`src/core/dpc_pkg.sv`:
```
// constants, carriers and register map of the dual-edge pin block
// Contract
// - each cell has two input registers, a capture latch, two output and two enable registers.
// - one block serves four cells from 32 core lines of data and control.
// - eight block clock lines act as the clock sources of the cell registers.
// - each cell picks its own enable, gates, clear, sync clear and both clocks.
// - input registers may use their own clock and clock gate.
// - output and output-enable registers always share one clock and one gate.
// - all registers of a cell share one clear source; clear or preset per cell.
// - registers power up low with clear or high with preset.
// - a synchronous clear/set is offered besides the asynchronous one.
// - dual-edge input samples on the rising and the falling edge.
// - a latch holds the high-phase bit so both bits leave on one edge.
// - dual-edge output loads both output registers on the rising edge.
// - clock level selects first bit while high, second bit while low.
// - bidirectional dual-edge mode joins the input and output paths.
// - in bidirectional mode a falling-edge enable register delays pad drive.
// - enable register is active low; the core-side enable is active high.
// - every input of a cell can be inverted inside the cell; the code has no inversion bit for the input and output clocks.
package dpc_pkg;
  // ----------------------------------------
  // sizes
  // ----------------------------------------
  localparam int CELLS      = 4;
  localparam int IO_CLKS    = 8;
  localparam int FIFO_WIDTH = 8;
  localparam int FIFO_DEPTH = 8;
  // ----------------------------------------
  // register map
  // ----------------------------------------
  localparam logic [7:0] ADR_CFG0   = 8'h00;
  localparam logic [7:0] ADR_STATUS = 8'h10;
  localparam logic [7:0] ADR_FIFO   = 8'h14;
  localparam int         ST_OVF     = 0;
  localparam int         ST_NE      = 1;
  localparam int         ST_LVL     = 4;
  // ----------------------------------------
  // modes, sources, inversion bits
  // ----------------------------------------
  localparam logic [1:0] MODE_SDR    = 2'h0;
  localparam logic [1:0] MODE_DDR_IN = 2'h1;
  localparam logic [1:0] MODE_DDR_OU = 2'h2;
  localparam logic [1:0] MODE_BIDIR  = 2'h3;
  localparam logic [3:0] CLK_SRC_IO  = 4'h8;
  localparam int INV_A = 0, INV_B = 1, INV_OE = 2, INV_CEI = 3;
  localparam int INV_CEO = 4, INV_ACLR = 5, INV_SCLR = 6, INV_PAD = 7;
  // ----------------------------------------
  // carriers
  // ----------------------------------------
  typedef struct packed {
    logic [3:0] dataA;
    logic [3:0] dataB;
    logic [3:0] oe;
    logic [3:0] ceIn;
    logic [3:0] ceOut;
    logic [3:0] clk;
    logic [3:0] aclr;
    logic [3:0] sclr;
  } dpc_core_s;
  typedef struct packed {
    logic       fifoEn;
    logic       presetSel;
    logic [1:0] mode;
    logic [7:0] invert;
    logic [3:0] clkOutSel;
    logic [3:0] clkInSel;
    logic [1:0] sclrSel;
    logic [1:0] aclrSel;
    logic [1:0] oeSel;
    logic [1:0] ceOutSel;
    logic [1:0] ceInSel;
  } dpc_cfg_s;
  localparam int CFG_BITS = $bits(dpc_cfg_s);
endpackage

```
`src/core/dpc_pin_block.sv`:
```
// four-cell dual-edge pin register block with wishbone config and capture fifo
//
// Our own choices: the register addresses and register access over Wishbone.
`timescale 1ns/1ps
module dpc_fifo #(
  parameter int WIDTH = 8,
  parameter int DEPTH = 8
) (
  input  wire logic                       clk,
  input  wire logic                       rst,
  input  wire logic                       inValid,
  output logic                            inReady,
  input  wire logic [WIDTH-1:0]           inData,
  output logic                            outValid,
  input  wire logic                       outReady,
  output logic [WIDTH-1:0]                outData,
  output logic [$clog2(DEPTH+1)-1:0]      level
);
  localparam int AW = $clog2(DEPTH);
  if (DEPTH < 2 || (1 << AW) != DEPTH) begin : g_chk
    $error("fifo depth must be a power of two of at least 2");
  end
  logic [WIDTH-1:0] mem [DEPTH];
  logic [AW-1:0]    wrPtr;
  logic [AW-1:0]    rdPtr;
  logic             doPush;
  logic             doPop;
  assign inReady  = (level != DEPTH[$clog2(DEPTH+1)-1:0]);
  assign outValid = (level != '0);
  assign outData  = mem[rdPtr];
  assign doPush   = inValid & inReady;
  assign doPop    = outValid & outReady;
  always_ff @(posedge clk) begin
    if (doPush) begin
      mem[wrPtr] <= inData;
    end
  end
  always_ff @(posedge clk) begin
    if (rst) begin
      wrPtr <= '0;
      rdPtr <= '0;
      level <= '0;
    end else begin
      if (doPush) begin
        wrPtr <= wrPtr + 1'b1;
      end
      if (doPop) begin
        rdPtr <= rdPtr + 1'b1;
      end
      if (doPush & ~doPop) begin
        level <= level + 1'b1;
      end else if (doPop & ~doPush) begin
        level <= level - 1'b1;
      end
    end
  end
endmodule

module dpc_pin_block
  import dpc_pkg::*;
#(
  parameter logic [CELLS-1:0] POWERUP_HIGH = 4'h0
) (
  input  wire logic                 clk,
  input  wire logic                 rst,
  input  wire logic                 cyc_i,
  input  wire logic                 stb_i,
  input  wire logic                 we_i,
  input  wire logic [7:0]           adr_i,
  input  wire logic [3:0]           sel_i,
  input  wire logic [31:0]          dat_i,
  output logic [31:0]               dat_o,
  output logic                      ack_o,
  input  wire dpc_core_s            coreLines,
  input  wire logic [IO_CLKS-1:0]   ioClk,
  output logic [CELLS-1:0]          coreInHigh,
  output logic [CELLS-1:0]          coreInLow,
  input  wire logic [CELLS-1:0]     padIn,
  output logic [CELLS-1:0]          padOut,
  output logic [CELLS-1:0]          padOe
);

  if (FIFO_WIDTH != 2 * CELLS) begin : g_chkWidth
    $error("capture fifo width must hold both bits of every cell");
  end
  // ----------------------------------------
  // helpers
  // ----------------------------------------
  function automatic logic pick4(input logic [3:0] v, input logic [1:0] s, input logic inv);
    return v[s] ^ inv;
  endfunction
  function automatic logic pickClk(input logic [7:0] io, input logic [3:0] cl, input logic [3:0] s);
    return (s < CLK_SRC_IO) ? io[s[2:0]] : cl[s[1:0]];
  endfunction
  function automatic logic [31:0] merge(input logic [31:0] o, input logic [31:0] n, input logic [3:0] s);
    logic [31:0] r;
    r = o;
    for (int b = 0; b < 4; b++) begin
      if (s[b]) begin
        r[8*b +: 8] = n[8*b +: 8];
      end
    end
    return r;
  endfunction
  // ----------------------------------------
  // bus slave and config
  // ----------------------------------------
  dpc_cfg_s                        cfg [CELLS];
  logic                            req;
  logic                            ovf;
  logic                            fifoReady;
  logic                            fifoValid;
  logic [FIFO_WIDTH-1:0]           fifoData;
  logic [$clog2(FIFO_DEPTH+1)-1:0] fifoLevel;
  logic                            pushPend;
  logic                            pop;
  logic                            blocked;
  logic [CELLS-1:0]                inRise, inFall, outRise, outFall, clkInLvl, clkOutLvl;
  logic [CELLS-1:0]                prevIn, prevOut, ceInE, ceOutE, aclrE, sclrE, oeE, padE;
  logic [CELLS-1:0]                dA, dB, setV, stall, inA, inB, latB, outA, outB, oeR, oeNeg;
  assign req = cyc_i & stb_i & ~ack_o;
  assign pop = req & ~we_i & (adr_i == ADR_FIFO) & fifoValid;
  always_ff @(posedge clk) begin
    if (rst) begin
      ack_o <= 1'b0;
    end else begin
      ack_o <= req;
    end
  end
  for (genvar c = 0; c < CELLS; c++) begin : g_cfg
    always_ff @(posedge clk) begin
      if (rst) begin
        cfg[c]           <= '0;
        cfg[c].presetSel <= POWERUP_HIGH[c];
      end else if (req & we_i & (adr_i == ADR_CFG0 + 8'(4 * c))) begin
        cfg[c] <= dpc_cfg_s'(merge(32'(cfg[c]), dat_i, sel_i) & {{(32-CFG_BITS){1'b0}}, {CFG_BITS{1'b1}}});
      end
    end
  end
  always_ff @(posedge clk) begin
    if (rst) begin
      ovf <= 1'b0;
    end else if (blocked) begin
      ovf <= 1'b1;
    end else if (req & we_i & sel_i[0] & (adr_i == ADR_STATUS) & dat_i[ST_OVF]) begin
      ovf <= 1'b0;
    end
  end
  always_ff @(posedge clk) begin
    if (rst) begin
      dat_o <= 32'h00000000;
    end else if (req & ~we_i) begin
      dat_o <= 32'h00000000;
      if (adr_i < ADR_STATUS && adr_i[1:0] == 2'h0) begin
        dat_o <= 32'(cfg[adr_i[3:2]]);
      end else if (adr_i == ADR_STATUS) begin
        dat_o[ST_OVF]                      <= ovf;
        dat_o[ST_NE]                       <= fifoValid;
        dat_o[ST_LVL +: $bits(fifoLevel)] <= fifoLevel;
      end else if (adr_i == ADR_FIFO && fifoValid) begin
        dat_o[FIFO_WIDTH-1:0] <= fifoData;
      end
    end
  end
  // ----------------------------------------
  // capture fifo
  // ----------------------------------------
  assign blocked = cfg[0].fifoEn & inRise[0] & ceInE[0] & ~fifoReady;
  always_ff @(posedge clk) begin
    if (rst) begin
      pushPend <= 1'b0;
    end else begin
      pushPend <= cfg[0].fifoEn & inRise[0] & ceInE[0] & ~stall[0] & ~aclrE[0];
    end
  end
  dpc_fifo #(.WIDTH(FIFO_WIDTH), .DEPTH(FIFO_DEPTH)) u_fifo (
    .clk      (clk),
    .rst      (rst),
    .inValid  (pushPend),
    .inReady  (fifoReady),
    .inData   ({latB, inA}),
    .outValid (fifoValid),
    .outReady (pop),
    .outData  (fifoData),
    .level    (fifoLevel)
  );
  // ----------------------------------------
  // pin cells
  // ----------------------------------------
  for (genvar g = 0; g < CELLS; g++) begin : g_cell
    logic ddrIn, ddrOut, bidir;
    assign ddrIn  = (cfg[g].mode == MODE_DDR_IN) | (cfg[g].mode == MODE_BIDIR);
    assign ddrOut = (cfg[g].mode == MODE_DDR_OU) | (cfg[g].mode == MODE_BIDIR);
    assign bidir  = (cfg[g].mode == MODE_BIDIR);
    // per-cell selection and inversion
    assign clkInLvl[g]  = pickClk(ioClk, coreLines.clk, cfg[g].clkInSel);
    assign clkOutLvl[g] = pickClk(ioClk, coreLines.clk, cfg[g].clkOutSel);
    assign ceInE[g]  = pick4(coreLines.ceIn, cfg[g].ceInSel, cfg[g].invert[INV_CEI]);
    assign ceOutE[g] = pick4(coreLines.ceOut, cfg[g].ceOutSel, cfg[g].invert[INV_CEO]);
    assign aclrE[g]  = pick4(coreLines.aclr, cfg[g].aclrSel, cfg[g].invert[INV_ACLR]);
    assign sclrE[g]  = pick4(coreLines.sclr, cfg[g].sclrSel, cfg[g].invert[INV_SCLR]);
    assign oeE[g]    = pick4(coreLines.oe, cfg[g].oeSel, cfg[g].invert[INV_OE]);
    assign dA[g]     = coreLines.dataA[g] ^ cfg[g].invert[INV_A];
    assign dB[g]     = coreLines.dataB[g] ^ cfg[g].invert[INV_B];
    assign padE[g]   = padIn[g] ^ cfg[g].invert[INV_PAD];
    assign setV[g]   = cfg[g].presetSel;
    assign stall[g]  = cfg[g].fifoEn & ~fifoReady;
    assign inRise[g]  = clkInLvl[g] & ~prevIn[g];
    assign inFall[g]  = ~clkInLvl[g] & prevIn[g];
    assign outRise[g] = clkOutLvl[g] & ~prevOut[g];
    assign outFall[g] = ~clkOutLvl[g] & prevOut[g];
    // previous levels track through reset, so no false edge follows it
    always_ff @(posedge clk) begin
      prevIn[g]  <= clkInLvl[g];
      prevOut[g] <= clkOutLvl[g];
    end
    // input side
    always_ff @(posedge clk) begin
      if (rst) begin
        inA[g]  <= POWERUP_HIGH[g];
        inB[g]  <= POWERUP_HIGH[g];
        latB[g] <= POWERUP_HIGH[g];
      end else if (aclrE[g]) begin
        inA[g]  <= setV[g];
        inB[g]  <= setV[g];
        latB[g] <= setV[g];
      end else if (inRise[g] & ceInE[g] & ~stall[g]) begin
        if (sclrE[g]) begin
          inA[g]  <= setV[g];
          latB[g] <= setV[g];
        end else begin
          inA[g]  <= padE[g];
          latB[g] <= inB[g];
        end
      end else if (ddrIn & inFall[g] & ceInE[g] & ~stall[g]) begin
        inB[g] <= sclrE[g] ? setV[g] : padE[g];
      end
    end
    assign coreInHigh[g] = latB[g];
    assign coreInLow[g]  = inA[g];
    // output side, one clock and gate for data and enable
    always_ff @(posedge clk) begin
      if (rst) begin
        outA[g] <= POWERUP_HIGH[g];
        outB[g] <= POWERUP_HIGH[g];
        oeR[g]  <= POWERUP_HIGH[g];
      end else if (aclrE[g]) begin
        outA[g] <= setV[g];
        outB[g] <= setV[g];
        oeR[g]  <= setV[g];
      end else if (outRise[g] & ceOutE[g]) begin
        outA[g] <= sclrE[g] ? setV[g] : dA[g];
        outB[g] <= sclrE[g] ? setV[g] : dB[g];
        oeR[g]  <= sclrE[g] ? setV[g] : ~oeE[g];
      end
    end
    always_ff @(posedge clk) begin
      if (rst) begin
        oeNeg[g] <= POWERUP_HIGH[g];
      end else if (aclrE[g]) begin
        oeNeg[g] <= setV[g];
      end else if (outFall[g] & ceOutE[g]) begin
        oeNeg[g] <= sclrE[g] ? setV[g] : oeR[g];
      end
    end
    assign padOut[g] = (ddrOut & ~clkOutLvl[g]) ? outB[g] : outA[g];
    assign padOe[g]  = bidir ? (~oeR[g] & ~oeNeg[g]) : ~oeR[g];

  end
endmodule

```
`config.mk`:
```
export PLATFORM = sky130hd
export DESIGN_NAME = dpc_pin_block
export DESIGN_NICKNAME = d
export VERILOG_FILES = /design/src/core/dpc_pkg.sv /design/src/core/dpc_pin_block.sv
export SDC_FILE = /design/constraint.sdc
export NUM_CORES = 1
export LEC_CHECK = 0
export BUFFER_PORTS_ARGS = -buffer_cell sky130_fd_sc_hd__buf_2
export CELL_PAD_IN_SITES_DETAIL_PLACEMENT = 0
export CELL_PAD_IN_SITES_GLOBAL_PLACEMENT = 1
export CORE_MARGIN = 10
export CORE_UTILIZATION = 30
export CTS_CLUSTER_SIZE = 24
export DETAILED_ROUTE_END_ITERATION = 16
export PLACE_DENSITY = 0.65
export SETUP_SLACK_MARGIN = 0.15
export SLEW_MARGIN = 5
export SYNTH_ARGS = -nofsm -noshare
export SYNTH_HDL_FRONTEND = slang
export SYNTH_HIERARCHICAL = 1
export SYNTH_SLANG_ARGS = --single-unit
```
`constraint.sdc`:
```
create_clock -name clk -period 5.55 [get_ports clk]
set_input_delay 1.11 -clock clk [delete_from_list [all_inputs] [get_ports clk]]
set_output_delay 1.11 -clock clk [all_outputs]
set_load 0.01 [all_outputs]
```
== Word level (Yosys, flattened, before mapping) ==
Memory sizes are Yosys's and may differ from the RTL's. A register that Yosys moved wholly into a read port is not among the register bits.
Cells that the tools add are included.

* Word-level logic and storage cells: 579
* Memories kept: 2
* Register bits: 81
* RAM bits: 184
* Output and inout bits: 49

* Equal/unequal tests: 22
* $lt $le $gt $ge: 45
* Bitwise operators: 172
* Multiplexer cells: 264
* Add/sub/neg operators: 4
* Reductions and logical operators: 27

{| class="wikitable"
|+ Memories
! name !! depth !! bits a word !! rd ports !! clocked after Yosys merged registers in !! wr ports !! RTL line !! RTL
|-
| cfg || 4 || 30 || 5 || 0 || 4 || dpc_pin_block.sv:108 || <nowiki>dpc_cfg_s cfg [CELLS];</nowiki>
|-
| u_fifo.mem || 8 || 8 || 1 || 1 || 1 || dpc_pin_block.sv:23 || <nowiki>logic [WIDTH-1:0] mem [DEPTH];</nowiki>
|}

{| class="wikitable"
|+ Operators by type and width
! operator !! number
|-
| 8-bit 2-to-1 mux || 38
|-
| 1-bit 2-to-1 mux || 166
|-
| 28-bit 2-to-1 mux || 4
|-
| 2-bit by 3-bit less-than comparator with 1-bit output (second input constant) || 28
|-
| 1-bit AND || 78
|-
| 6-bit 2-to-1 mux || 12
|-
| 1-bit binary-select mux with 2-bit select || 28
|-
| 1-bit inverter || 38
|-
| 2-bit nonzero test || 18
|-
| 3-bit by 4-bit less-than comparator with 1-bit output (second input constant) || 8
|-
| 4-bit less-than comparator (second input constant) || 8
|-
| 1-bit bitwise XOR || 32
|-
| 1-bit binary-select mux with 3-bit select || 8
|-
| 1-bit bitwise OR || 24
|-
| 22-bit 2-to-1 mux || 1
|-
| 2-bit equality test (second input constant) || 8
|-
| 8-bit by 4-bit equality test with 1-bit output (second input constant) || 2
|-
| 8-bit by 5-bit equality test with 1-bit output (second input constant) || 2
|-
| 4-bit 2-to-1 mux || 3
|-
| 2-bit by 1-bit equality test with 1-bit output (second input constant) || 4
|-
| 8-bit by 3-bit equality test with 1-bit output (second input constant) || 1
|-
| 8-bit zero test || 1
|-
| 8-bit by 5-bit less-than comparator with 1-bit output (second input constant) || 1
|-
| 2-bit != test (second input constant) || 4
|-
| other kinds (10) || 17
|}

== Depth between registers and ports, before layout ==
Gate-level depths: netlist (run 1).
An unclocked memory read counts as a cell.

* Depth after elaboration: 12
* Depth in mapped cells: 14
* Mapped depth without buffers: 12

== Hierarchy ==
The synthesis (run 1) kept the hierarchy.

{| class="wikitable"
|+ By module, submodules not included
! module !! area each (um2) !! seq. area each (um2) !! times used !! cells an instance
|-
| dpc_pin_block || 9974.6 || 4984.8 || 1 || 827
|-
| dpc_fifo || 3108.0 || 2182.1 || 1 || 167
|}

== Least setup slack after synthesis (run 1) ==
Ideal clock, no wire load.

* Path kind: in2reg
* Start point: input port adr_i[2]
* End point: register u_fifo.level[3]
* Arrival: 3.565 ns
* Stages: 14
* Slack: 1.864 ns
* Setup time: 0.121 ns
* Path through: buf_4 nor2b_1 clkbuf_1 and4_1 clkbuf_1 and2_1 nand2_1 ha_1 inv_1 ha_1 a21oi_1 a211oi_1 a31oi_1 mux2_2

* Word-level cells in the longest chain between the ends: 7
* Elaborated cells on any way between the ends: 9

{| class="wikitable"
|+ Ends and longest elaborated chain
! element !! RTL line !! RTL
|-
| start, declared || dpc_pin_block.sv:69 || <nowiki>input wire logic [7:0] adr_i,</nowiki>
|-
| 8-bit by 5-bit equality test with 1-bit output * || dpc_pin_block.sv:122 || <nowiki>assign pop = req & ~we_i & (adr_i == ADR_FIFO) & fifoValid;</nowiki>
|-
| 1-bit AND * (2 in a row) || dpc_pin_block.sv:122 ||
|-
| named net pop || dpc_pin_block.sv:116 || <nowiki>logic pop;</nowiki>
|-
| 1-bit AND * || dpc_pin_block.sv:32 || <nowiki>assign doPop = outValid & outReady;</nowiki>
|-
| 1-bit inverter || dpc_pin_block.sv:50 || <nowiki>if (doPush & ~doPop) begin</nowiki>
|-
| 1-bit AND || dpc_pin_block.sv:50 ||
|-
| 4-bit 2-to-1 mux / 2-bit nonzero test (equally long branches) || - ||
|-
| end signal, assigned || dpc_pin_block.sv:51 || <nowiki>level <= level + 1'b1;</nowiki>
|-
| end signal, assigned || dpc_pin_block.sv:53 || <nowiki>level <= level - 1'b1;</nowiki>
|-
| end, declared || dpc_pin_block.sv:17 || <nowiki>output logic [$clog2(DEPTH+1)-1:0] level</nowiki>
|}

The timed path passes the listed nets; every way through them passes the cells marked *.
A chain may end at the register's enable or synchronous reset.

== Worst setup path in the final report (run 1) ==
* Start point: input port ioClk[6]
* End point: output port padOut[3]

* Word-level cells in the longest chain between the ends: 6

{| class="wikitable"
|+ Ends and longest elaborated chain
! element !! RTL line !! RTL
|-
| start, declared || dpc_pin_block.sv:75 || <nowiki>input wire logic [IO_CLKS-1:0] ioClk,</nowiki>
|-
| 1-bit binary-select mux with 3-bit select || dpc_pin_block.sv:93 || <nowiki>return (s < CLK_SRC_IO) ? io[s[2:0]] : cl[s[1:0]];</nowiki>
|-
| 1-bit 2-to-1 mux (implied by the code) || dpc_pin_block.sv:93 ||
|-
| 1-bit 2-to-1 mux || dpc_pin_block.sv:93 ||
|-
| named net clkOutLvl[3] || dpc_pin_block.sv:118 || <nowiki>logic [CELLS-1:0] inRise, inFall, outRise, outFall, clkInLvl, clkOutLvl;</nowiki>
|-
| 1-bit inverter || dpc_pin_block.sv:266 || <nowiki>assign padOut[g] = (ddrOut & ~clkOutLvl[g]) ? outB[g] : outA[g];</nowiki>
|-
| 1-bit AND || dpc_pin_block.sv:266 ||
|-
| 1-bit 2-to-1 mux || dpc_pin_block.sv:266 ||
|-
| end, declared || dpc_pin_block.sv:79 || <nowiki>output logic [CELLS-1:0] padOut,</nowiki>
|}

The timed path passes the listed nets, and every way through them passes these cells. The select of a mux whose other input is x is not followed.

==> impl_metrics.toml, run 1 <==
[sta]
hold_viol = 0
worstMarginPinSlew_ps = 1100
fin_setup_tns_ps = 0
hold_ws_ps = 454
fmax_mhz = 247
fin_crit_ps = 4050
skew_ps = 13.2
post-route-period-util_pct = 73.0
finalSetupViolations = 0
rsz0062_at_grt = "no"
slew_headroom_pct = 26.2
slew_violations = 0

[yosys]
ys_warn_count = 6
ys_async_sr_fraction_pct = 0
ys_seq_elements = 266
synth-edff-count = 184
synth_compound_area_share_pct = 4.18
synth-seq-area-share_pct = 54.8
synthTopCellsByArea = "edfxtp_1 42%, dfxtp_1 13%, mux4_2 12%"
ys.flop_type = "edfxtp_1"
synth_top_area_share_pct = 42.2
synth_mux_area_share_pct = 21.4
synth_top_family_by_area = "multiplexers"
yosysTopAreaCell = "edfxtp_1"
syn_area_um2 = 13100
yosysMostFrequentCell = "edfxtp_1"
synthXorXnorAreaFrac_pct = 2.60
avgSynthCellArea_um2 = 13.2
synthCells = 994
synthTopCellsByCount = "184 x edfxtp_1, 107 x nor2_1, 82 x dfxtp_1"
yosys.area_share.adder_pct = 0.631
synth_simple_gate_area_share_pct = 13.5
synth_cell_types = 58

[cells_and_area]
post-route-util_pct = 35.5
layout-drive-gt1-share_pct = 26.9
fin_nets = 1212
syn2layout_area_growth_pct = 16.9

[cts]
h-tree-depth = 1
worstSkewPairLatency_ps = 580
root_buffer = "clkbuf_16"
postCtsResizedCells = 0
post_cts_buffers = 0
clk_path_buf_depth = 3
clock_sinks = 266
postCtsHoldBufs = 0
cts_tree = "built"
numCtsBuffers = 31
cts.clk_slew.worst_paths_ps = 60

[critical_path]
critPathTopFamily = "multiplexers"
crit_top_cell = "buf_2"
crit_slowest_cell = "mux4_2"
max_stage_delay_ps = 490
cp_cell_sequence = "buf_2 -> mux2i_1 -> mux4_2 -> o21ai_1 -> nor2_1 -> mux2_2 -> buf_2"
crit_arrival_ps = 2940
worst_ep_required_time_ps = 4440
cp_max_fo = 8
critical_path_class = "input port to primary output"
cp-end-kind = "primary output"
worst-path-buf-inv = 2
start_kind = "input port"

[routing]
vias_per_cell = 5.03
vias = 8675
dr.first_iter.drc_count = 711
drcViolationCount = 0
routedWlPerCell_um = 23.1
drt-total-wl_um = 39800
drt_pass1_iterations = 4
antenna_left = 0

[floorplan]
ios = 142
die_h_um = 229
coreArea_um2 = 43100
dieArea_um2 = 52400
start_util_pct = 30.4
die_x_um = 229
row_count = 76

[power_and_ir_drop]
p_leak_nw = 5.83
finalPower_mw = 4.80
vdd_drop_max_mv = 0.199
power.density_nw_per_um2 = 314

[global_routing]
grt_pass1_vias = 8937
grt_pass1_wl_um = 58800
overflow = 0
grt_start_max_net_pins = 58
antenna_found_initial = 11
grt_usage_pct = 14.7

[flow_run]
drv_cap = 0

[worst_hold_path]
hp-class = "register to register"

[placed_design]
port_buffers = 137
dp_hpwl_um = 28900
finalWeightedCongestion = 0.839

[outcome]
status = "finished, final reports clean"
==> kinds of logic (layout without fill, tap and decap cells) <==
family                     Yosys count  after routing
other                                1              5
muxes                              168            168
and+or+nand+nor                    347            347
AOI/OAI and AO/OA                   86             86
xor gates and xnor gates            38             38
buffers and inverters               82            223
adders and majority gates            6              6
DFF                                266            266
==> worst register-to-register path: cells and delay by family (launching register included) <==
kind	cells	cell delay [ps]
AO/OA/AOI/OAI	3	440
adder cells (fa/ha/maj)	2	520
buffers and inverters	1	90
flip-flops	1	380
multiplexers	1	350
AND/OR/NAND/NOR	4	1200
==> worst paths after layout <==
| check | start | endpoint | slack (ps) | cells past startpoint |
|---|---|---|---|---|
| hold reg to reg | dat_o[21]$_SDFFE_PP0P_ | dat_o[21]$_SDFFE_PP0P_ | 450 | 2 |
| hold / removal | dat_o[21]$_SDFFE_PP0P_ | dat_o[21]$_SDFFE_PP0P_ | 450 | 2 |
| setup reg to reg | u_fifo/level[0]$_SDFFE_PP0P_ | u_fifo/level[3]$_SDFFE_PP0P_ | 2460 | 11 |
| setup / recovery | ioClk[6] | padOut[3] | 1500 | 7 |
==> final cells by class <==
class | count | area [µm²]
flip-flops and latches | 266 | 7170
multi-input cells | 647 | 5560
clock buffers | 40 | 850
well taps | 585 | 732
diodes | 3 | 7.51
fillers | 4229 | 27800
repair buffers | 147 | 761
inverters | 20 | 75.1
clock inverters | 16 | 133
==> cell usage in the layout (no fill, tap or decap), types with 6 or more instances in the layout <==
cell	n
edfxtp_1	184
buf_2	137
nor2_1	105
dfxtp_1	82
and3_1	75
mux4_2	67
nand2_1	55
mux2i_1	53
a21oi_1	43
mux2_2	32
nand3_1	31
clkbuf_16	31
and2_1	25
inv_1	20
xnor2_1	20
xor2_1	17
mux4_1	15
nand2b_1	13
buf_4	10
a31oi_1	9
nor2b_1	8
nor3_1	7
clkinv_1	6
==> report_power, final <==
part / total (mW) / switching, mW / internal (mW)
Sequential: 2.29 / 0.0792 / 2.21
Clock: 1.99 / 0.830 / 1.16
Combinational: 0.522 / 0.295 / 0.227
==> layer usage <==
| metal | up-vias | track usage [%] | wire length, µm |
|---|---|---|---|
| met5 | - | 0 | 100 |
| met4 | 14 | 3.35 | 753 |
| met3 | 58 | 3.75 | 2240 |
| met2 | 217 | 24.6 | 19300 |
| met1 | 4364 | 18.8 | 17400 |
| li1 | 4022 | - | - |
==> state kept, by name, indices dropped and copies added, names as in the netlist, named ones only <==
| signal | cells |
|---|---|
| prevIn | 4 |
| u_fifo/rdPtr | 3 |
| u_fifo/wrPtr | 3 |
| pushPend | 1 |
| u_fifo/level | 4 |
| ack_o | 1 |
| outA | 4 |
| coreInLow | 4 |
| prevOut | 4 |
| oeR | 4 |
| oeNeg | 4 |
| u_fifo/mem | 64 |
| ovf | 1 |
| cfg | 120 |
| dat_o | 30 |
| coreInHigh | 4 |
| outB | 4 |
| inB | 4 |
==> stage by stage <==
step	setup WS [ps]	instances	area, µm²
after detailed placement	1460	1665	14300
after global placement	1480	1665	14300
final	1500	1724	15300
after floorplan	1860	995	13100
after global routing	1450	1723	15300
after CTS	1550	1721	15300
Power figures use the tool's default switching activity.
==> inputs of run 2 (changes only) <==
==> constraint.sdc (replaced) <==
create_clock -name clk -period 4.13 [get_ports clk]
set_input_delay 0.826 -clock clk [delete_from_list [all_inputs] [get_ports clk]]
set_output_delay 0.826 -clock clk [all_outputs]
set_load 0.01 [all_outputs]
==> run 2 against run 1 <==
  * Via count grew 1.7%
  * Cell count increased by 0.35%
  * Critical path type is now register to primary output
  * Register-to-register slack got worse by 1400 ps
  * Core utilization is 0.23 points higher
  * Wire length grew 0.47%
  * First-iteration DRC count fell by 7.0%
==> impl_metrics.toml, run 2 (synthesis results as in run 1) <==
[cts]
cts.clk_slew.worst_paths_ps = 60
post_cts_buffers = 0
postCtsHoldBufs = 0
cts_tree = "built"
numCtsBuffers = 30
worstSkewPairLatency_ps = 570
postCtsResizedCells = 0
root_buffer = "clkbuf_16"
h-tree-depth = 1
clock_sinks = 266
clk_path_buf_depth = 3

[power_and_ir_drop]
power_switching_mw = 1.60
p_seq_share_pct = 46.8
switching_share_pct = 24.3
p_leak_nw = 5.88
power.density_nw_per_um2 = 427
clkPwrFrac_pct = 42.4
intPower_mw = 4.97
p_comb_share_pct = 10.8
vdd_drop_max_mv = 0.244

[critical_path]
crit_arrival_ps = 2790
crit_end = "padOut[1]"
cp_cell_sequence = "mux2i_1 -> mux4_2 -> o21ai_1 -> nor2_1 -> mux2_1 -> buf_2"
worstSetupPathDepth = 6
cp_max_fo = 6
start_kind = "register"
r2r-end = "u_fifo/level[3]$_SDFFE_PP0P_"
critical_path_class = "register to primary output"
worstRegToRegCells = 11
startpoint = "cfg[1][14]$_SDFFCE_PN0P_"
worst-path-buf-inv = 1
rrSetupSlack_ps = 1070
crit_slowest_cell = "edfxtp_1"
worst_ep_required_time_ps = 3300
critPathTopFamily = "multiplexers"
cp-end-kind = "primary output"
reg2reg_from = "u_fifo/level[0]$_SDFFE_PP0P_"
max_stage_delay_ps = 530

[cells_and_area]
layout_commonest_cell = "edfxtp_1"
seqCellArea_um2 = 7170
fin_cells = 1730
syn2layout_area_growth_pct = 17.6
largest_reg_flops = 120
largestRegisters = "cfg x120, u_fifo/mem x64, dat_o x30"
final_cell_mix = "184 x edfxtp_1, 137 x buf_2, 105 x nor2_1"
fin_nets = 1220
multi_input_area_um2 = 5550
nFillCells = 4209
post-route-util_pct = 35.7
top_register = "cfg"
layout-drive-gt1-share_pct = 27.4

[placed_design]
finalWeightedCongestion = 0.847
dp_cells = 1674
dp_hpwl_um = 29400
port_buffers = 137

[routing]
drt_pass1_iterations = 5
antenna_left = 0
drt-total-wl_um = 40000
routedWlPerCell_um = 23.1
drcViolationCount = 0
vias_per_cell = 5.10
dr.first_iter.drc_count = 661
vias = 8825

[sta]
hold_ws_ps = 453
fin_crit_ps = 3610
finalSetupViolations = 0
skew_ps = 8.37
slew_violations = 0
hold_viol = 0
worstMarginPinSlew_ps = 1150
rsz0062_at_grt = "no"
post-route-period-util_pct = 87.5
fin_setup_tns_ps = 0
fmax_mhz = 277
slew_headroom_pct = 22.8

[global_routing]
grt_usage_pct = 14.9
antenna_found_initial = 8
grt_start_max_net_pins = 77
grt_pass1_vias = 9113
overflow = 0
grt_pass1_wl_um = 59700

[floorplan]
row_count = 76
start_util_pct = 30.4
ios = 142
die_x_um = 229
die_h_um = 229
coreArea_um2 = 43100
dieArea_um2 = 52400

[flow_run]
drv_cap = 0

[worst_hold_path]
hp-class = "register to register"

[outcome]
status = "finished, final reports clean"
## run 2: changes by cell type in the layout (fill, tap and decap cells not counted)
| cell | before | now |
|---|---|---|
| clkinv_1 | 6 | 5 |
| bufinv_16 | 2 | 5 |
| nor3_2 | 2 | 0 |
| clkinv_2 | 5 | 4 |
| nor3_1 | 7 | 9 |
| clkinvlp_4 | 1 | 2 |
| diode_2 | 3 | 1 |
| buf_4 | 10 | 19 |
| clkbuf_8 | 4 | 1 |
## run 2: worst min-delay path, cell delays in order (launching register included)
cell and delay (ps):
dfxtp_1 310, nand2_1 50, a21oi_1 50
## run 2: metrics by stage
stage	setup slack, ps	power, mW	area, µm²
global route	365	6.80	15400
detailed placement	360	3.84	14400
CTS	509	6.64	15400
floorplan	728	3.53	13100
finish	518	6.57	15400
global placement	403	3.83	14400
## run 2: area by class of cell
| class | instances | area share (%) |
|---|---|---|
| multi-input cells | 647 | 36.1 |
| repair buffers | 156 | 5.38 |
| well taps | 585 | 4.76 |
| diodes | 1 | 0.0163 |
| inverters | 20 | 0.488 |
| clock inverters | 18 | 1.44 |
| clock buffers | 37 | 5.25 |
| flip-flops and latches | 266 | 46.6 |
## run 2: per-layer routing
metal	vias to the layer above	global-route usage, %	share of wire [%]
li1	4037	-	-
met1	4463	19.1	43
met2	246	24.6	48
met3	67	3.28	5.6
met4	12	4.51	2.8
met5	-	0	0.22
## run 2: how the worst min path moves through the flow
stage,end,cells after the start,slack (ps),startpoint
2_1_floorplan,register,2,450,u_fifo/rdPtr[1]$_SDFFE_PP0P_
3_3_place_gp,dat_o[22]$_SDFFE_PP0P_,2,440,dat_o[22]$_SDFFE_PP0P_
3_5_place_dp,dat_o[29]$_SDFFE_PP0P_,2,450,dat_o[29]$_SDFFE_PP0P_
4_1_cts,dat_o[29]$_SDFFE_PP0P_,2,450,dat_o[29]$_SDFFE_PP0P_
5_1_grt,dat_o[24]$_SDFFE_PP0P_,2,470,dat_o[24]$_SDFFE_PP0P_
6_report,dat_o[29]$_SDFFE_PP0P_,2,450,dat_o[29]$_SDFFE_PP0P_
## run 2: power groups by stage
stage	clock network, mW	logic (mW)	registers (mW)
floorplan	0	0.444	3.08
global placement	0	0.704	3.12
detailed placement	0	0.713	3.13
CTS	2.85	0.715	3.07
global route	2.95	0.767	3.09
finish	2.79	0.708	3.07
